<file path="src/design/tccop_consts.vh">
// Register offsets, field positions and reset values of the capture block
`ifndef TCCOP_CONSTS_VH
`define TCCOP_CONSTS_VH

// Register offsets (byte registers on the plain port)
`define TCCOP_A_CTRL2     4'h0
`define TCCOP_A_CTRL1     4'h1
`define TCCOP_A_STATUS    4'h2
`define TCCOP_A_CAP1H     4'h3
`define TCCOP_A_CAP1L     4'h4
`define TCCOP_A_CMP1H     4'h5
`define TCCOP_A_CMP1L     4'h6
`define TCCOP_A_CNTH      4'h7
`define TCCOP_A_CNTL      4'h8
`define TCCOP_A_CAP2H     4'h9
`define TCCOP_A_CAP2L     4'hA
`define TCCOP_A_CMP2H     4'hB
`define TCCOP_A_CMP2L     4'hC

// Second control register fields
`define TCCOP_C2_PEN1     7
`define TCCOP_C2_PEN2     6
`define TCCOP_C2_PULSE    5
`define TCCOP_C2_PWM      4
`define TCCOP_C2_CKH      3
`define TCCOP_C2_CKL      2
`define TCCOP_C2_EDGE2    1

// First control register fields
`define TCCOP_C1_CIE      7
`define TCCOP_C1_OIE      6
`define TCCOP_C1_FORCE2   4
`define TCCOP_C1_FORCE1   3
`define TCCOP_C1_LVL2     2
`define TCCOP_C1_EDGE1    1
`define TCCOP_C1_LVL1     0

// Status register fields
`define TCCOP_S_CF1       7
`define TCCOP_S_OF1       6
`define TCCOP_S_CF2       4
`define TCCOP_S_OF2       3

// Timer clock select codes
`define TCCOP_CLK_DIV2    2'h0
`define TCCOP_CLK_DIV4    2'h1
`define TCCOP_CLK_DIV8    2'h2
`define TCCOP_CLK_EXT     2'h3

// Reset and load values
`define TCCOP_CMP_RST     16'h8000
`define TCCOP_CNT_LOAD    16'hFFFC
`define TCCOP_PULSE_CAP   16'hFFFD
`define TCCOP_CTRL_RST    8'h00

`endif

</file>
<file path="src/design/tccop_top.v">
// Capture, compare and one-pulse logic around a 16-bit up-counter
//
// Our own choices: the address-and-strobe port and the address map.
`timescale 1ns/1ps
`include "tccop_consts.vh"

////////////////////////////////////////////////////////////////////////////
// Summary of operation
// - Active capture edge copies counter into capture value
// - Per-channel edge select bit picks rising/falling
// - Capture sets flag; interrupt if enabled and unmasked
// - Status read then low-byte access clears capture flag
// - High-byte read blocks capture until low read
// - Capture pins always watched, any selected edge counts
// - One-pulse or PWM: only capture channel 2 works
// - Compare each tick: flag, pin, interrupt on match
// - Compare values software-owned, reset to 8000h
// - Match drives programmed level; pin latch low in reset
// - Status read then low-byte access clears compare flag
// - Compare high write inhibits compare until low write
// - Low-byte write after status read clears compare flag
// - Pin disabled: no level, interrupt still possible
// - Flag and pin update while counter equals compare
// - Force bit copies level, no flag, not in modes
// - One-pulse select bit takes channel 1 pair
// - One-pulse trigger loads FFFCh, level2, flag, FFFDh
// - One-pulse compare 1 match drives level1
// - One-pulse: no compare flag 1, channel 2 no pin
// - PWM bit overrides one-pulse select
// - Pulse lasts compare value 1 plus four counts
// - Timer tick is clock/2, /4, /8 or external
module tccop_top (
    input  wire        REF_CLK,
    input  wire        RST_N,
    input  wire        CLK_EN,
    input  wire [3:0]  ADDR,
    input  wire [7:0]  WDATA,
    input  wire        WR,
    input  wire        RD,
    output reg  [7:0]  RDATA,
    input  wire        CAP_PIN1,
    input  wire        CAP_PIN2,
    input  wire        EXT_TICK,
    input  wire        CPU_MASK,
    output reg         IRQ,
    output reg         CMP_PIN1,
    output reg         CMP_PIN2,
    output reg         CMP_OE1_N,
    output reg         CMP_OE2_N,
    output reg  [15:0] COUNT
);

    // Edge qualifier shared by both capture channels
    function edge_hit;
        input prev;
        input now;
        input rising;
        begin
            edge_hit = rising ? (~prev & now) : (prev & ~now);
        end
    endfunction

    // Register decode used by several processes
    function acc;
        input [3:0] a;
        input [3:0] target;
        input       strobe;
        begin
            acc = strobe && (a == target);
        end
    endfunction

    ////////////////////////////////////////////////////////////////////////
    // Control and state registers
    reg  [7:0]  ctrl1;
    reg  [7:0]  ctrl2;
    reg  [2:0]  presc;
    reg  [15:0] cap1;
    reg  [15:0] cap2;
    reg  [15:0] cmp1;
    reg  [15:0] cmp2;
    reg         cap_flag1;
    reg         cap_flag2;
    reg         cmp_flag1;
    reg         cmp_flag2;
    reg         arm_cf1;
    reg         arm_cf2;
    reg         arm_of1;
    reg         arm_of2;
    reg         cap_lock1;
    reg         cap_lock2;
    reg         cmp_on1;
    reg         cmp_on2;
    reg         pin_prev1;
    reg         pin_prev2;

    wire        any_acc  = WR | RD;
    wire        pwm_mode = ctrl2[`TCCOP_C2_PWM];
    // PWM wins over one-pulse when both are selected
    wire        pulse_mode = ctrl2[`TCCOP_C2_PULSE] & ~pwm_mode;
    wire        sp_mode  = pwm_mode | ctrl2[`TCCOP_C2_PULSE];
    wire [1:0]  clk_sel  = ctrl2[`TCCOP_C2_CKH:`TCCOP_C2_CKL];
    wire        pen1     = ctrl2[`TCCOP_C2_PEN1];
    wire        pen2     = ctrl2[`TCCOP_C2_PEN2];
    wire        lvl1     = ctrl1[`TCCOP_C1_LVL1];
    wire        lvl2     = ctrl1[`TCCOP_C1_LVL2];

    ////////////////////////////////////////////////////////////////////////
    // Timer tick from prescaler or external edge pulse
    reg         tick;

    always @* begin
        case (clk_sel)
            `TCCOP_CLK_DIV2: tick = presc[0];
            `TCCOP_CLK_DIV4: tick = &presc[1:0];
            `TCCOP_CLK_DIV8: tick = &presc;
            `TCCOP_CLK_EXT:  tick = EXT_TICK;
            default:        tick = 1'b0;
        endcase
    end

    ////////////////////////////////////////////////////////////////////////
    // Event decode
    // Pins are never gated off, so toggling them as outputs still counts
    wire edge1 = edge_hit(pin_prev1, CAP_PIN1,
                          ctrl1[`TCCOP_C1_EDGE1]);
    wire edge2 = edge_hit(pin_prev2, CAP_PIN2,
                          ctrl2[`TCCOP_C2_EDGE2]);

    // Channel 1 capture is unavailable in either special mode
    wire cap_ev1 = edge1 & ~sp_mode & ~cap_lock1;
    wire cap_ev2 = edge2 & ~cap_lock2;
    wire pulse_trig = edge1 & pulse_mode;
    wire pulse_ev1 = pulse_trig & ~cap_lock1;

    // Match holds while the counter equals the compare value
    wire match1 = cmp_on1 && (COUNT == cmp1);
    wire match2 = cmp_on2 && (COUNT == cmp2);

    // Flag sets; PWM and one-pulse own compare flag 1
    wire set_of1 = match1 & ~sp_mode;
    wire set_of2 = match2 & ~pwm_mode;
    wire set_cf1 = cap_ev1 | pulse_ev1;
    wire set_cf2 = cap_ev2;

    // Low byte accesses that complete a clearing sequence
    wire lo_cap1 = acc(ADDR, `TCCOP_A_CAP1L, any_acc);
    wire lo_cap2 = acc(ADDR, `TCCOP_A_CAP2L, any_acc);
    wire lo_cmp1 = acc(ADDR, `TCCOP_A_CMP1L, any_acc);
    wire lo_cmp2 = acc(ADDR, `TCCOP_A_CMP2L, any_acc);
    wire rd_stat = acc(ADDR, `TCCOP_A_STATUS, RD);
    wire wr_c1   = acc(ADDR, `TCCOP_A_CTRL1, WR);

    ////////////////////////////////////////////////////////////////////////
    // Counter and prescaler; one-pulse trigger restarts from FFFCh
    always @(posedge REF_CLK) begin
        if (!RST_N) begin
            presc <= 3'h0;
            COUNT <= `TCCOP_CNT_LOAD;
        end else if (CLK_EN) begin
            presc <= presc + 3'h1;
            if (pulse_trig) begin
                // Restart gives the extra four counts of pulse length
                COUNT <= `TCCOP_CNT_LOAD;
                presc <= 3'h0;
            end else if (tick) begin
                COUNT <= COUNT + 16'h0001;
            end
        end
    end

    ////////////////////////////////////////////////////////////////////////
    // Control registers written by software
    always @(posedge REF_CLK) begin
        if (!RST_N) begin
            ctrl1 <= `TCCOP_CTRL_RST;
            ctrl2 <= `TCCOP_CTRL_RST;
        end else if (CLK_EN) begin
            if (wr_c1) begin
                ctrl1 <= WDATA;
            end
            if (acc(ADDR, `TCCOP_A_CTRL2, WR)) begin
                ctrl2 <= WDATA;
            end
        end
    end

    ////////////////////////////////////////////////////////////////////////
    // Compare values: only software changes them
    always @(posedge REF_CLK) begin
        if (!RST_N) begin
            cmp1    <= `TCCOP_CMP_RST;
            cmp2    <= `TCCOP_CMP_RST;
            cmp_on1 <= 1'b1;
            cmp_on2 <= 1'b1;
        end else if (CLK_EN) begin
            if (acc(ADDR, `TCCOP_A_CMP1H, WR)) begin
                cmp1[15:8] <= WDATA;
                cmp_on1    <= 1'b0;
            end
            if (acc(ADDR, `TCCOP_A_CMP1L, WR)) begin
                cmp1[7:0] <= WDATA;
                cmp_on1   <= 1'b1;
            end
            if (acc(ADDR, `TCCOP_A_CMP2H, WR)) begin
                cmp2[15:8] <= WDATA;
                cmp_on2    <= 1'b0;
            end
            if (acc(ADDR, `TCCOP_A_CMP2L, WR)) begin
                cmp2[7:0] <= WDATA;
                cmp_on2   <= 1'b1;
            end
        end
    end

    ////////////////////////////////////////////////////////////////////////
    // Capture values and high-byte locks
    // Locking keeps the low byte coherent with the high byte just read
    always @(posedge REF_CLK) begin
        if (!RST_N) begin
            cap1      <= 16'h0000;
            cap2      <= 16'h0000;
            cap_lock1 <= 1'b0;
            cap_lock2 <= 1'b0;
            pin_prev1 <= 1'b0;
            pin_prev2 <= 1'b0;
        end else if (CLK_EN) begin
            pin_prev1 <= CAP_PIN1;
            pin_prev2 <= CAP_PIN2;
            if (pulse_ev1) begin
                cap1 <= `TCCOP_PULSE_CAP;
            end else if (cap_ev1) begin
                cap1 <= COUNT;
            end
            if (cap_ev2) begin
                cap2 <= COUNT;
            end
            if (acc(ADDR, `TCCOP_A_CAP1H, RD)) begin
                cap_lock1 <= 1'b1;
            end else if (acc(ADDR, `TCCOP_A_CAP1L, RD)) begin
                cap_lock1 <= 1'b0;
            end
            if (acc(ADDR, `TCCOP_A_CAP2H, RD)) begin
                cap_lock2 <= 1'b1;
            end else if (acc(ADDR, `TCCOP_A_CAP2L, RD)) begin
                cap_lock2 <= 1'b0;
            end
        end
    end

    ////////////////////////////////////////////////////////////////////////
    // Status flags with two-step clear; a new set beats the clear
    always @(posedge REF_CLK) begin
        if (!RST_N) begin
            cap_flag1 <= 1'b0;
            cap_flag2 <= 1'b0;
            cmp_flag1 <= 1'b0;
            cmp_flag2 <= 1'b0;
            arm_cf1   <= 1'b0;
            arm_cf2   <= 1'b0;
            arm_of1   <= 1'b0;
            arm_of2   <= 1'b0;
        end else if (CLK_EN) begin
            // Status read arms the clear of every flag now set
            if (rd_stat) begin
                arm_cf1 <= cap_flag1;
                arm_cf2 <= cap_flag2;
                arm_of1 <= cmp_flag1;
                arm_of2 <= cmp_flag2;
            end
            if (set_cf1) begin
                cap_flag1 <= 1'b1;
            end else if (lo_cap1 && arm_cf1) begin
                cap_flag1 <= 1'b0;
                arm_cf1   <= 1'b0;
            end
            if (set_cf2) begin
                cap_flag2 <= 1'b1;
            end else if (lo_cap2 && arm_cf2) begin
                cap_flag2 <= 1'b0;
                arm_cf2   <= 1'b0;
            end
            if (set_of1) begin
                cmp_flag1 <= 1'b1;
            end else if (lo_cmp1 && arm_of1) begin
                cmp_flag1 <= 1'b0;
                arm_of1   <= 1'b0;
            end
            if (set_of2) begin
                cmp_flag2 <= 1'b1;
            end else if (lo_cmp2 && arm_of2) begin
                cmp_flag2 <= 1'b0;
                arm_of2   <= 1'b0;
            end
        end
    end

    ////////////////////////////////////////////////////////////////////////
    // Compare output pins; pin latches sit low through reset
    // Force acts only on the write cycle; the bits stay in ctrl1 but do nothing more
    wire force1 = wr_c1 & WDATA[`TCCOP_C1_FORCE1] & ~sp_mode;
    wire force2 = wr_c1 & WDATA[`TCCOP_C1_FORCE2] & ~sp_mode;

    always @(posedge REF_CLK) begin
        if (!RST_N) begin
            CMP_PIN1  <= 1'b0;
            CMP_PIN2  <= 1'b0;
            CMP_OE1_N <= 1'b1;
            CMP_OE2_N <= 1'b1;
        end else if (CLK_EN) begin
            // Disabled pin stays general I/O and sees no level
            CMP_OE1_N <= ~pen1;
            CMP_OE2_N <= ~(pen2 & ~sp_mode);
            if (pen1) begin
                if (pulse_trig) begin
                    CMP_PIN1 <= lvl2;
                end else if (pulse_mode && match1) begin
                    // Equal levels give a constant output
                    CMP_PIN1 <= lvl1;
                end else if (~sp_mode && match1) begin
                    CMP_PIN1 <= lvl1;
                end else if (force1) begin
                    CMP_PIN1 <= WDATA[`TCCOP_C1_LVL1];
                end
            end
            if (pen2 && ~sp_mode) begin
                if (match2) begin
                    CMP_PIN2 <= lvl2;
                end else if (force2) begin
                    CMP_PIN2 <= WDATA[`TCCOP_C1_LVL2];
                end
            end
        end
    end

    ////////////////////////////////////////////////////////////////////////
    // Interrupt request; pending flags wait for enable and mask
    always @(posedge REF_CLK) begin
        if (!RST_N) begin
            IRQ <= 1'b0;
        end else if (CLK_EN) begin
            IRQ <= ~CPU_MASK &
                   ((ctrl1[`TCCOP_C1_CIE] & (cap_flag1 | cap_flag2)) |
                    (ctrl1[`TCCOP_C1_OIE] &
                     (cmp_flag1 | cmp_flag2)));
        end
    end

    ////////////////////////////////////////////////////////////////////////
    // Read data, valid in the cycle after the read strobe only
    reg [7:0] rd_mux;

    always @* begin
        rd_mux = 8'h00;
        case (ADDR)
            `TCCOP_A_CTRL2:  rd_mux = ctrl2;
            `TCCOP_A_CTRL1:  rd_mux = ctrl1;
            `TCCOP_A_STATUS: rd_mux = {cap_flag1, cmp_flag1, 1'b0,
                                       cap_flag2, cmp_flag2, 3'h0};
            `TCCOP_A_CAP1H:  rd_mux = cap1[15:8];
            `TCCOP_A_CAP1L:  rd_mux = cap1[7:0];
            `TCCOP_A_CMP1H:  rd_mux = cmp1[15:8];
            `TCCOP_A_CMP1L:  rd_mux = cmp1[7:0];
            `TCCOP_A_CNTH:   rd_mux = COUNT[15:8];
            `TCCOP_A_CNTL:   rd_mux = COUNT[7:0];
            `TCCOP_A_CAP2H:  rd_mux = cap2[15:8];
            `TCCOP_A_CAP2L:  rd_mux = cap2[7:0];
            `TCCOP_A_CMP2H:  rd_mux = cmp2[15:8];
            `TCCOP_A_CMP2L:  rd_mux = cmp2[7:0];
            default:         rd_mux = 8'h00;
        endcase
    end

    always @(posedge REF_CLK) begin
        if (!RST_N) begin
            RDATA <= 8'h00;
        end else if (CLK_EN) begin
            RDATA <= RD ? rd_mux : 8'h00;
        end
    end

endmodule

</file>
<file path="config.mk">
export PLATFORM = sky130hd
export DESIGN_NAME = tccop_top
export DESIGN_NICKNAME = d
export VERILOG_FILES = /design/src/design/tccop_top.v
export VERILOG_INCLUDE_DIRS = /design/src /design/src/design
export SDC_FILE = /design/constraint.sdc
export NUM_CORES = 1
export LEC_CHECK = 0
export BUFFER_PORTS_ARGS = -buffer_cell sky130_fd_sc_hd__buf_2
export CAP_MARGIN = 40
export CELL_PAD_IN_SITES_DETAIL_PLACEMENT = 0
export CELL_PAD_IN_SITES_GLOBAL_PLACEMENT = 1
export CORE_AREA = 2 2 124 126
export DETAILED_ROUTE_END_ITERATION = 8
export DIE_AREA = 0 0 126 128
export GPL_ROUTABILITY_DRIVEN = 0
export HOLD_SLACK_MARGIN = 0.1
export PLACE_DENSITY_LB_ADDON = 0.1
export SYNTH_ARGS = -nofsm -noshare
export SYNTH_HDL_FRONTEND = slang
export SYNTH_SLANG_ARGS = --single-unit
</file>
<file path="constraint.sdc">
create_clock -name REF_CLK -period 2.6 [get_ports REF_CLK]
set_input_delay 0.13 -clock REF_CLK [delete_from_list [all_inputs] [get_ports REF_CLK]]
set_output_delay 0.13 -clock REF_CLK [all_outputs]
set_load 0.05 [all_outputs]
</file>
==> key figures, run 1 <==
Synthesis
  – Register area share after synthesis: 0.377
  – Synth Cell Area: between 0.006 and 0.007 mm2
  – Syn_nets: 773
  – Top-area cell type share of the netlist area: 0.377
  – Most frequent cell after synthesis: dfxtp_1
  – Synth Area in Compound Gates: 0.145
  – Largest family of logic cells by synthesized area: simple AND/OR/NAND/NOR gates
  – Post-synth EDFFs: 0
  – Largest cells by area after synthesis: dfxtp_1 (38%), mux2i_1 (12%), nor2b_1 (7.0%)
  – Synth unique cells: 63
  – Simple-gate share of the synthesized area: 0.224
  – Adder-cell area share of the yosys netlist: 0.00561
  – Synth Instances: around 750
  – Mean area per synthesized cell: around 8.9 um2
  – Synth Area in XOR/XNOR: 0.0572
  – Multiplexer share of the synthesized area: 0.145
  – Yosys Warn Count: 0
  – Post-synth ARST share: 0
  – Synth area leader: dfxtp_1
  – Commonest cells in the synthesized netlist: dfxtp_1 (126), mux2i_1 (80), nor2b_1 (75), nand2_1 (67), nor2_1 (57)
  – #FFs+latches synth: 126
  – Top FF cell, synth: dfxtp_1

Finish
  – Nets: 827
  – Filler cells: 1410
  – Share of cells above drive strength 1: 0.169
  – N_diodes: 0
  – Synthesis-to-layout area growth: 18.0%

Power
  – Psw: 1.21 mW
  – Switch share: 0.248
  – Int Pwr: about 3.7 mW
  – Logic pwr share: 0.080
  – Clock share of power: 0.511
  – Share of power burned in registers: 0.410
  – Pwr Density: around 600 mW/mm2
  – Peak VDD IR: around 0.00045 V
  – Static Leakage: 3.40 nW

Route
  – Initial DRC Count: 681
  – Antenna Nets Post-Route: 0
  – Via count: 6024
  – DR WL/cell: 23.4 um
  – Via-per-instance ratio: 6.00
  – Drt pass-1 iters: 5
  – DRC violations left: 0
  – Total Wirelength: 23500 um

Floorplanning
  – DIE WIDTH: roughly 130 um
  – Die Y: between 100 and 150 um
  – Core box area: 0.0149 mm2
  – Die Area: 0.0161 mm2
  – I/O pin count: 50
  – Initial core utilization: 0.450
  – Row Count: 45

GRT
  – Pin count of the biggest net entering global routing: around 70
  – Overflow after GRT: 0
  – Initial antenna violation count: 0
  – All-Layer GR Usage: 0.296
  – Global-route wire length before repair: approximately 35000 um
  – Vias in the first global route: 5657

Run
  – Max-Cap Viols: 0

Worst setup path
  – R2r worst-path depth: 7
  – Crit path launch: presc[0]$_SDFFE_PN0P_
  – Worst r2r src: presc[0]$_SDFFE_PN0P_
  – Setup crit start kind: flop
  – Crit Path Max Fanout: 8
  – Critical path arrival: around 2500 ps
  – Crit path kind: reg2reg
  – Worst Path Required: 2900 ps
  – FF-to-FF setup slack: between 400 and 500 ps
  – Crit. End Element: flop

CTS
  – H-tree depth: 4
  – CTS tree: yes
  – CTS Buffer Depth: 2
  – Sink Count: 126
  – Post-CTS Hold Buffers: 9
  – Clock Latency Late Sink: 430 ps
  – CTS resizes: 0
  – Postcts setup bufs: 0
  – Total CTS buffers: 17
  – CTS clk-pin slew, worst paths: 60 ps
  – CTS Root Cell: clkbuf_16

STA
  – Final setup fails: 0
  – Rel. slew slack: 0.546
  – Clock skew: 7.29 ps
  – Period utilization: 0.841
  – Final hold slack: about 120 ps
  – Unrepaired setup endpoints after global routing: no
  – Post-Route Setup TNS: 0 ps
  – F_max: approximately 460 MHz
  – Final Hold Fails: 0
  – Worst-margin pin slew: 681 ps
  – Slew Limit Fails: 0
  – Fin crit period: ~2200 ps

Worst hold path
  – Worst hold path depth: 3
  – HP Class: in2reg
  – Hold Path Origin: WDATA[6]

Placement
  – Hpwl dp: about 17000 um
  – Port Buffers: 49

Outcome
  – Status: finished, final reports clean
==> worst max-delay path, cell delays in order, from the launching register on <==
cell and delay [ps]:
dfxtp_1 340, ha_1 230, ha_1 190, mux4_2 590
o21ai_1 340, nand2b_1 180, nor2_1 40, nand3b_1 140
==> kinds of logic after synthesis <==
logic type | count (synthesis)
AND/OR/NAND/NOR | 285
AO/OA/AOI/OAI | 132
flip-flops | 126
multiplexers | 92
buffers and inverters | 69
XOR/XNOR | 42
adder cells (fa/ha/maj) | 3
==> layer usage <==
layer	part of all wire	GRT usage
met5	0	0
met2	0.46	0.471
met1	0.44	0.394
met4	0.044	0.145
met3	0.061	0.0463
==> metrics by stage <==
stage	power, mW	instance area, um2	worst slack [ps]	instances	util
after floorplan	2.27	6690	303	749	-
after global placement	2.41	7190	518	963	0.484
after detailed placement	2.41	7190	433	963	0.484
after CTS	4.90	7890	427	1004	0.531
after global routing	5.00	7890	299	1004	0.531
final	4.88	7890	413	1004	0.531
==> power by group through the flow <==
stage / Sequential (mW) / Clock, mW / Combinational, mW
after floorplan: 2.04 / 0 / 0.227
after global placement: 2.04 / 0 / 0.368
after detailed placement: 2.04 / 0 / 0.372
after CTS: 2.00 / 2.52 / 0.384
after global routing: 2.00 / 2.58 / 0.413
final: 2.00 / 2.49 / 0.389
==> registers in the layout, summed over array words and instances, names as in the netlist, 3 cells and up <==
| signal | flops |
|---|---|
| COUNT | 16 |
| cmp2 | 16 |
| cap1 | 16 |
| presc | 3 |
| cap2 | 16 |
| ctrl1 | 8 |
| cmp1 | 16 |
| RDATA | 8 |
| ctrl2 | 8 |
==> layout by cell type (no fill, tap or decap), types with 7 or more instances in the layout <==
cell             n
and3_1           8
a32oi_1          9
nand3_1          8
a21oi_1         13
dlygate4sd3_1    9
a31oi_1          7
dfxtp_1        126
o211a_1         17
buf_2           49
a21boi_1         7
clkbuf_16       17
nor2_1          57
a22o_1           9
nor3_1          11
o21ai_1         11
mux2i_1         80
nand4_1         16
o21ai_0         14
buf_4           38
xnor2_1         17
nor2b_1         75
nand2_1         67
xor2_1          23
==> final timing paths <==
check / endpoint
worst max-delay path: COUNT[7]$_SDFFE_PN1P_
worst min-delay path: ctrl2[6]$_SDFFE_PN0P_
worst max register to register: COUNT[7]$_SDFFE_PN1P_
worst min register to register: RDATA[5]$_SDFFE_PN0P_
==> layout make-up <==
class	count	area, um2	share of cell area
Sequential cell	126	2520	0.320
Tap cell	188	235	0.0298
Inverter	8	30.0	0.00380
Multi-Input combinational cell	554	3870	0.490
Clock buffer	19	453	0.0574
Clock inverter	13	163	0.0206
Timing Repair Buffer	96	621	0.0786
Power figures use the tool's default switching activity.
==> run 2: changes to the inputs <==
ABC_AREA = 1   (was unset)
CORE_AREA = 2 2 126 128   (was 2 2 124 126)
DIE_AREA = 0 0 128 130   (was 0 0 126 128)
clock period = 2.2 ns   (was 2.6 ns; I/O delays follow)
==> run 2 against run 1 <==
  * Core utilization fell by 3.9 points
  * Fmax increased by 12%
  * Final area down 3.8%
  * Sequential share of layout area rose by 1.3 points
==> key figures, run 2 <==
Synthesis
  – Post-synth EDFFs: 0 (unchanged)
  – Commonest cells in the synthesized netlist: nand2_1 (198), dfxtp_1 (126), o21ai_0 (110), inv_1 (98), nor2_1 (95)
  – Synth area leader: dfxtp_1
  – Largest cells by area after synthesis: dfxtp_1 (39%), nand2_1 (12%), o21ai_0 (8.6%)
  – Synth Cell Area: 0.00642 mm2 (-4.1%)
  – Top-area cell type share of the netlist area: 0.393 (+0.0159)
  – Synth unique cells: 36 (-43%)
  – Synth Instances: 946 (+26%)
  – Most frequent cell after synthesis: nand2_1
  – Post-synth ARST share: 0 (unchanged)
  – Register area share after synthesis: 0.393 (+0.0159)
  – Top FF cell, synth: dfxtp_1
  – Yosys Warn Count: 0 (unchanged)
  – Syn_nets: 970 (+25%)
  – Mean area per synthesized cell: 6.79 um2 (-24%)
  – #FFs+latches synth: 126 (unchanged)

Outcome
  – Status: finished, final reports clean

Finish
  – Most frequent cells in the layout: nand2_1 (198), dfxtp_1 (126), o21ai_0 (110), inv_1 (98), nor2_1 (95)
  – Nets: 1039 (+26%)
  – Final Non-Filler Cells: 1218 (+21%)
  – Share of cells above drive strength 1: 0.145 (-0.0239)
  – Final Core Density: 0.492 (-0.0388)
  – Synthesis-to-layout area growth: 18.3%
  – Commonest non-fill, non-tap cell in the layout: nand2_1
  – N_diodes: 0 (unchanged)

Power
  – Share of power burned in registers: 0.423 (+0.013)
  – Pwr Density: 746 mW/mm2 (+21%)
  – Static Leakage: 3.10 nW (-8.8%)
  – Logic pwr share: 0.098 (+0.018)
  – Psw: 1.51 mW (+24%)
  – Switch share: 0.266 (+0.0176)
  – Peak VDD IR: 0.000550 V (+21%)
  – Clock share of power: 0.478 (-0.033)
  – Int Pwr: 4.16 mW (+13%)

GRT
  – Vias in the first global route: 6156 (+8.8%)
  – Overflow after GRT: 0 (unchanged)
  – All-Layer GR Usage: 0.305 (+0.00878)
  – Initial antenna violation count: 0 (unchanged)
  – Global-route wire length before repair: 37400 um (+5.7%)
  – Pin count of the biggest net entering global routing: 56 (-22%)

Floorplanning
  – Die Y: 130 um (+1.6%)
  – Die Area: 0.0166 mm2 (+3.2%)
  – DIE WIDTH: 128 um (+1.6%)
  – Core box area: 0.0154 mm2 (+3.8%)
  – Row Count: 46 (+2.2%)
  – I/O pin count: 50 (unchanged)
  – Initial core utilization: 0.416 (-0.0340)

STA
  – Final WS setup: 255 ps (-158 ps)
  – Period utilization: 0.884 (+0.0431)
  – Clock skew: 4.52 ps (-2.77 ps)
  – Fin crit period: 1950 ps (-242 ps)
  – Worst-margin pin slew: 739 ps (+58.2 ps)
  – Unrepaired setup endpoints after global routing: no
  – Final setup fails: 0 (unchanged)
  – Post-Route Setup TNS: 0 ps (unchanged)
  – Slew Limit Fails: 0 (unchanged)
  – Rel. slew slack: 0.507 (-0.0388)
  – Final hold slack: 116 ps (-8.03 ps)
  – F_max: 514 MHz (+12%)
  – Final Hold Fails: 0 (unchanged)

Worst setup path
  – Crit path kind: reg2reg
  – Setup crit start kind: flop
  – Worst Path Required: 2520 ps (-380 ps)
  – Crit Path Max Fanout: 7 (-1)
  – Crit. End Element: flop
  – Critical path arrival: 2270 ps (-220 ps)

Run
  – Max-Cap Viols: 0 (unchanged)

CTS
  – Sink Count: 126 (unchanged)
  – Clock Latency Late Sink: 430 ps (about the same)
  – CTS clk-pin slew, worst paths: 60 ps (about the same)
  – CTS Buffer Depth: 2 (unchanged)
  – H-tree depth: 4 (unchanged)
  – Total CTS buffers: 17 (unchanged)
  – CTS Root Cell: clkbuf_16
  – CTS tree: yes

Route
  – DR WL/cell: 20.3 um (-13%)
  – DRC violations left: 0 (unchanged)
  – WL met3: 1770 um (+22%)
  – Via count: 6686 (+11%)
  – Via-per-instance ratio: 5.49 (-8.5%)
  – DRT met1 WL: 11300 um (+11%)
  – Total Wirelength: 24700 um (+5.2%)
  – Drt pass-1 iters: 5 (unchanged)
  – Antenna Nets Post-Route: 0 (unchanged)
  – Initial DRC Count: 680 (-0.15%)
  – Routed wl met2: 10900 um (+0.85%)
  – Top sig layer: met4

Placement
  – Hpwl dp: 18200 um (+5.1%)
  – Port Buffers: 49 (unchanged)
  – DP Worst Slack: 317 ps (-116 ps)
  – Dpl cells: 1177 (+22%)

Worst hold path
  – HP Class: in2reg
-- run 2: final timing paths --
check                    startpoint               endpoint  slack [ps]  depth (start not counted)
max          COUNT[10]$_SDFFE_PN1P_  CMP_PIN2$_SDFFE_PN0P_         250                         11
min                        WDATA[5]  ctrl1[5]$_SDFFE_PN0P_         120                          3
min reg2reg   cap2[15]$_SDFFE_PN0P_  cap2[15]$_SDFFE_PN0P_         460                          2
max reg2reg  COUNT[10]$_SDFFE_PN1P_  CMP_PIN2$_SDFFE_PN0P_         250                         11
-- run 2: critical path, cell delays in order (launching register included) --
cell and delay (ps):
dfxtp_1 540, inv_1 250, nand2_1 160, nand2_1 60, nor2_1 130, nand2_1 80
nor2_2 130, nand3_2 160, nand2_1 100, nand2_1 60, nor2_1 110, nor2_1 50
-- run 2: metal layers --
| metal | vias to the layer above | GRT usage |
|---|---|---|
| met5 | - | 0 |
| met4 | 0 | 0.118 |
| met3 | 41 | 0.0582 |
| met2 | 249 | 0.465 |
| met1 | 3108 | 0.429 |
| li1 | 3288 | - |
-- run 2: cell type report --
| type | instances | area, um2 |
|---|---|---|
| fillers | 1660 | 7830 |
| flip-flops and latches | 126 | 2520 |
| inverters | 116 | 435 |
| multi-input cells | 668 | 3270 |
| well taps | 192 | 240 |
| repair buffers | 86 | 576 |
| clock inverters | 7 | 62.6 |
| clock buffers | 23 | 488 |
-- run 2: stage by stage --
step | cell area, um2 | power (mW)
finish | 7590 | 5.67
global route | 7590 | 5.82
CTS | 7590 | 5.67
detailed placement | 6930 | 2.98
global placement | 6930 | 2.98
floorplan | 6420 | 2.77
-- run 2: cell families (layout without fill, tap and decap cells) --
group                    after synthesis  after routing  synth area share
XOR/XNOR                              10             10            0.0136
AO/OA/AOI/OAI                        268            268             0.227
buffers and inverters                152            232            0.0977
adder cells (fa/ha/maj)                3              3           0.00585
AND/OR/NAND/NOR                      387            387             0.262
flip-flops                           126            126             0.393
-- run 2: power by group through the flow --
stage	clock [mW]	sequential, mW	combinational, mW
3_3_place_gp	0	2.45	0.536
5_1_grt	2.81	2.40	0.610
4_1_cts	2.72	2.40	0.552
3_5_place_dp	0	2.45	0.535
2_1_floorplan	0	2.48	0.292
6_report	2.71	2.40	0.557
-- run 2: what timing repair did --
action,4_1_cts,5_1_grt
hold buffers,11,0
endpoints found under the hold margin,40,0
buffers inserted,0,0
endpoints found under the setup margin,0,0
gates resized for setup,0,0
==> run 3: changes to the inputs <==
BUFFER_PORTS_ARGS = unset   (was -buffer_cell sky130_fd_sc_hd__buf_2)
CORE_AREA = 2 2 122 124   (was 2 2 126 128)
DIE_AREA = 0 0 124 126   (was 0 0 128 130)
DONT_BUFFER_PORTS = 1   (was unset)
==> run 3 against run 2 <==
  * Fmax is 1.5% higher
  * Non-clock buffer count is 40 lower
  * Final cell count is 3.9% lower
  * Largest power group unchanged
==> key figures, run 3 (synthesis results as in run 2) <==
Outcome
  – Status: finished, final reports clean

Power
  – Pwr Density: 749 mW/mm2 (+0.36%)
  – Peak VDD IR: 0.000488 V (-11%)
  – Static Leakage: 2.93 nW (-5.3%)

Route
  – Antenna Nets Post-Route: 0 (unchanged)
  – Via-per-instance ratio: 5.83 (+6.1%)
  – DR WL/cell: 21.0 um (+3.6%)
  – Total Wirelength: 24600 um (-0.44%)
  – DRC violations left: 0 (unchanged)
  – Initial DRC Count: 797 (+17%)
  – Via count: 6823 (+2.0%)
  – Drt pass-1 iters: 5 (unchanged)

STA
  – Final setup fails: 0 (unchanged)
  – Unrepaired setup endpoints after global routing: no
  – Final Hold Fails: 0 (unchanged)
  – F_max: 522 MHz (+1.5%)
  – Final WS setup: 284 ps (+29.2 ps)
  – Fin crit period: 1920 ps (-29.2 ps)
  – Worst-margin pin slew: 823 ps (+84.0 ps)
  – Period utilization: 0.871 (-0.0133)
  – Rel. slew slack: 0.451 (-0.0566)
  – Clock skew: 4.94 ps (+0.420 ps)
  – Post-Route Setup TNS: 0 ps (unchanged)
  – Slew Limit Fails: 0 (unchanged)

CTS
  – Sink Count: 126 (unchanged)
  – Total CTS buffers: 17 (unchanged)
  – Clock Latency Late Sink: 420 ps (about the same)
  – CTS tree: yes
  – CTS Buffer Depth: 2 (unchanged)
  – CTS clk-pin slew, worst paths: 50 ps (about the same)
  – H-tree depth: 4 (unchanged)
  – CTS Root Cell: clkbuf_16

Worst setup path
  – Crit Path Max Fanout: 16 (+9)
  – Crit path kind: in2reg
  – Crit. End Element: flop
  – Critical path arrival: 2270 ps (about the same)
  – Worst Path Required: 2560 ps (+40 ps)
  – Setup crit start kind: primary input

Floorplanning
  – Row Count: 44 (-4.3%)
  – Die Area: 0.0156 mm2 (-6.1%)
  – Core box area: 0.0143 mm2 (-7.2%)
  – DIE WIDTH: 124 um (-3.1%)
  – Initial core utilization: 0.448 (+0.0323)
  – Die Y: 126 um (-3.1%)
  – I/O pin count: 50 (unchanged)

GRT
  – Vias in the first global route: 6281 (+2.0%)
  – Global-route wire length before repair: 37100 um (-0.79%)
  – Initial antenna violation count: 2 (+2)
  – All-Layer GR Usage: 0.323 (+0.0180)
  – Overflow after GRT: 0 (unchanged)
  – Pin count of the biggest net entering global routing: 94 (+68%)

Placement
  – Port Buffers: 0 (-100%)
  – DP Worst Slack: 373 ps (+56.6 ps)
  – Hpwl dp: 17500 um (-3.7%)

Finish
  – Nets: 999 (-3.8%)
  – Commonest non-fill, non-tap cell in the layout: nand2_1
  – Share of cells above drive strength 1: 0.102 (-0.0428)
  – Filler cells: 1469 (-12%)
  – Synthesis-to-layout area growth: 15.3%
  – Multi-input logic area: 0.00327 mm2 (unchanged)
  – Most frequent cells in the layout: nand2_1 (198), dfxtp_1 (126), o21ai_0 (110), inv_1 (98), nor2_1 (95)
  – Seq. cell area: 0.00252 mm2 (unchanged)

Run
  – Max-Cap Viols: 0 (unchanged)

Worst hold path
  – HP Class: in2reg
-- run 3: what timing repair did --
action,4_1_cts,5_1_grt
gates resized for setup,0,0
hold buffers,19,0
endpoints found under the hold margin,119,0
buffers inserted,0,0
-- run 3: per-layer routing --
| layer | track usage | vias up | routed length, um |
|---|---|---|---|
| met5 | 0 | - | 0 |
| met4 | 0.119 | 0 | 695 |
| met3 | 0.0684 | 50 | 2070 |
| met2 | 0.495 | 326 | 11100 |
| met1 | 0.446 | 3248 | 10700 |
| li1 | - | 3199 | - |
-- run 3: worst paths after layout --
kind	slack (ps)	startpoint	depth (start not counted)	to
worst max-delay path	280	CLK_EN	5	RDATA[6]$_SDFFE_PN0P_
worst max register to register	350	COUNT[2]$_SDFFE_PN1P_	9	cmp_flag1$_SDFFE_PN0P_
worst min-delay path	130	ADDR[1]	5	ctrl1[3]$_SDFFE_PN0P_
worst min register to register	460	cap2[1]$_SDFFE_PN0P_	2	cap2[1]$_SDFFE_PN0P_
-- run 3: where the power goes --
part / internal (mW) / switching, mW / total (mW)
logic: 0.153 / 0.365 / 0.519
clock network: 1.58 / 1.03 / 2.61
registers: 2.35 / 0.0681 / 2.41
total: 4.08 / 1.46 / 5.54
-- run 3: worst max-delay path, cell delays in order --
cell and delay [ps]:
dlygate4sd3_1 1020, nand2_1 310, a21oi_1 530, o21ai_1 160, a21oi_1 140
-- run 3: area by class of cell --
type                       count  area share
clock buffer                  22      0.0627
clock inverter                 8     0.00913
tap                          184      0.0311
multi-input combinational    668       0.442
timing repair buffer          46      0.0554
sequential                   126       0.341
inverter                     116      0.0588
antenna                        1    0.000338
-- run 3: through the flow --
step,util,hold slack [ps],cell area [um2],power [mW],cells
3_5_place_dp,0.465,207,6660,2.89,1121
5_1_grt,0.517,158,7400,5.71,1171
2_1_floorplan,-,236,6420,2.77,946
3_3_place_gp,0.465,204,6660,2.88,1121
6_report,0.517,125,7400,5.54,1171
4_1_cts,0.517,102,7400,5.55,1170
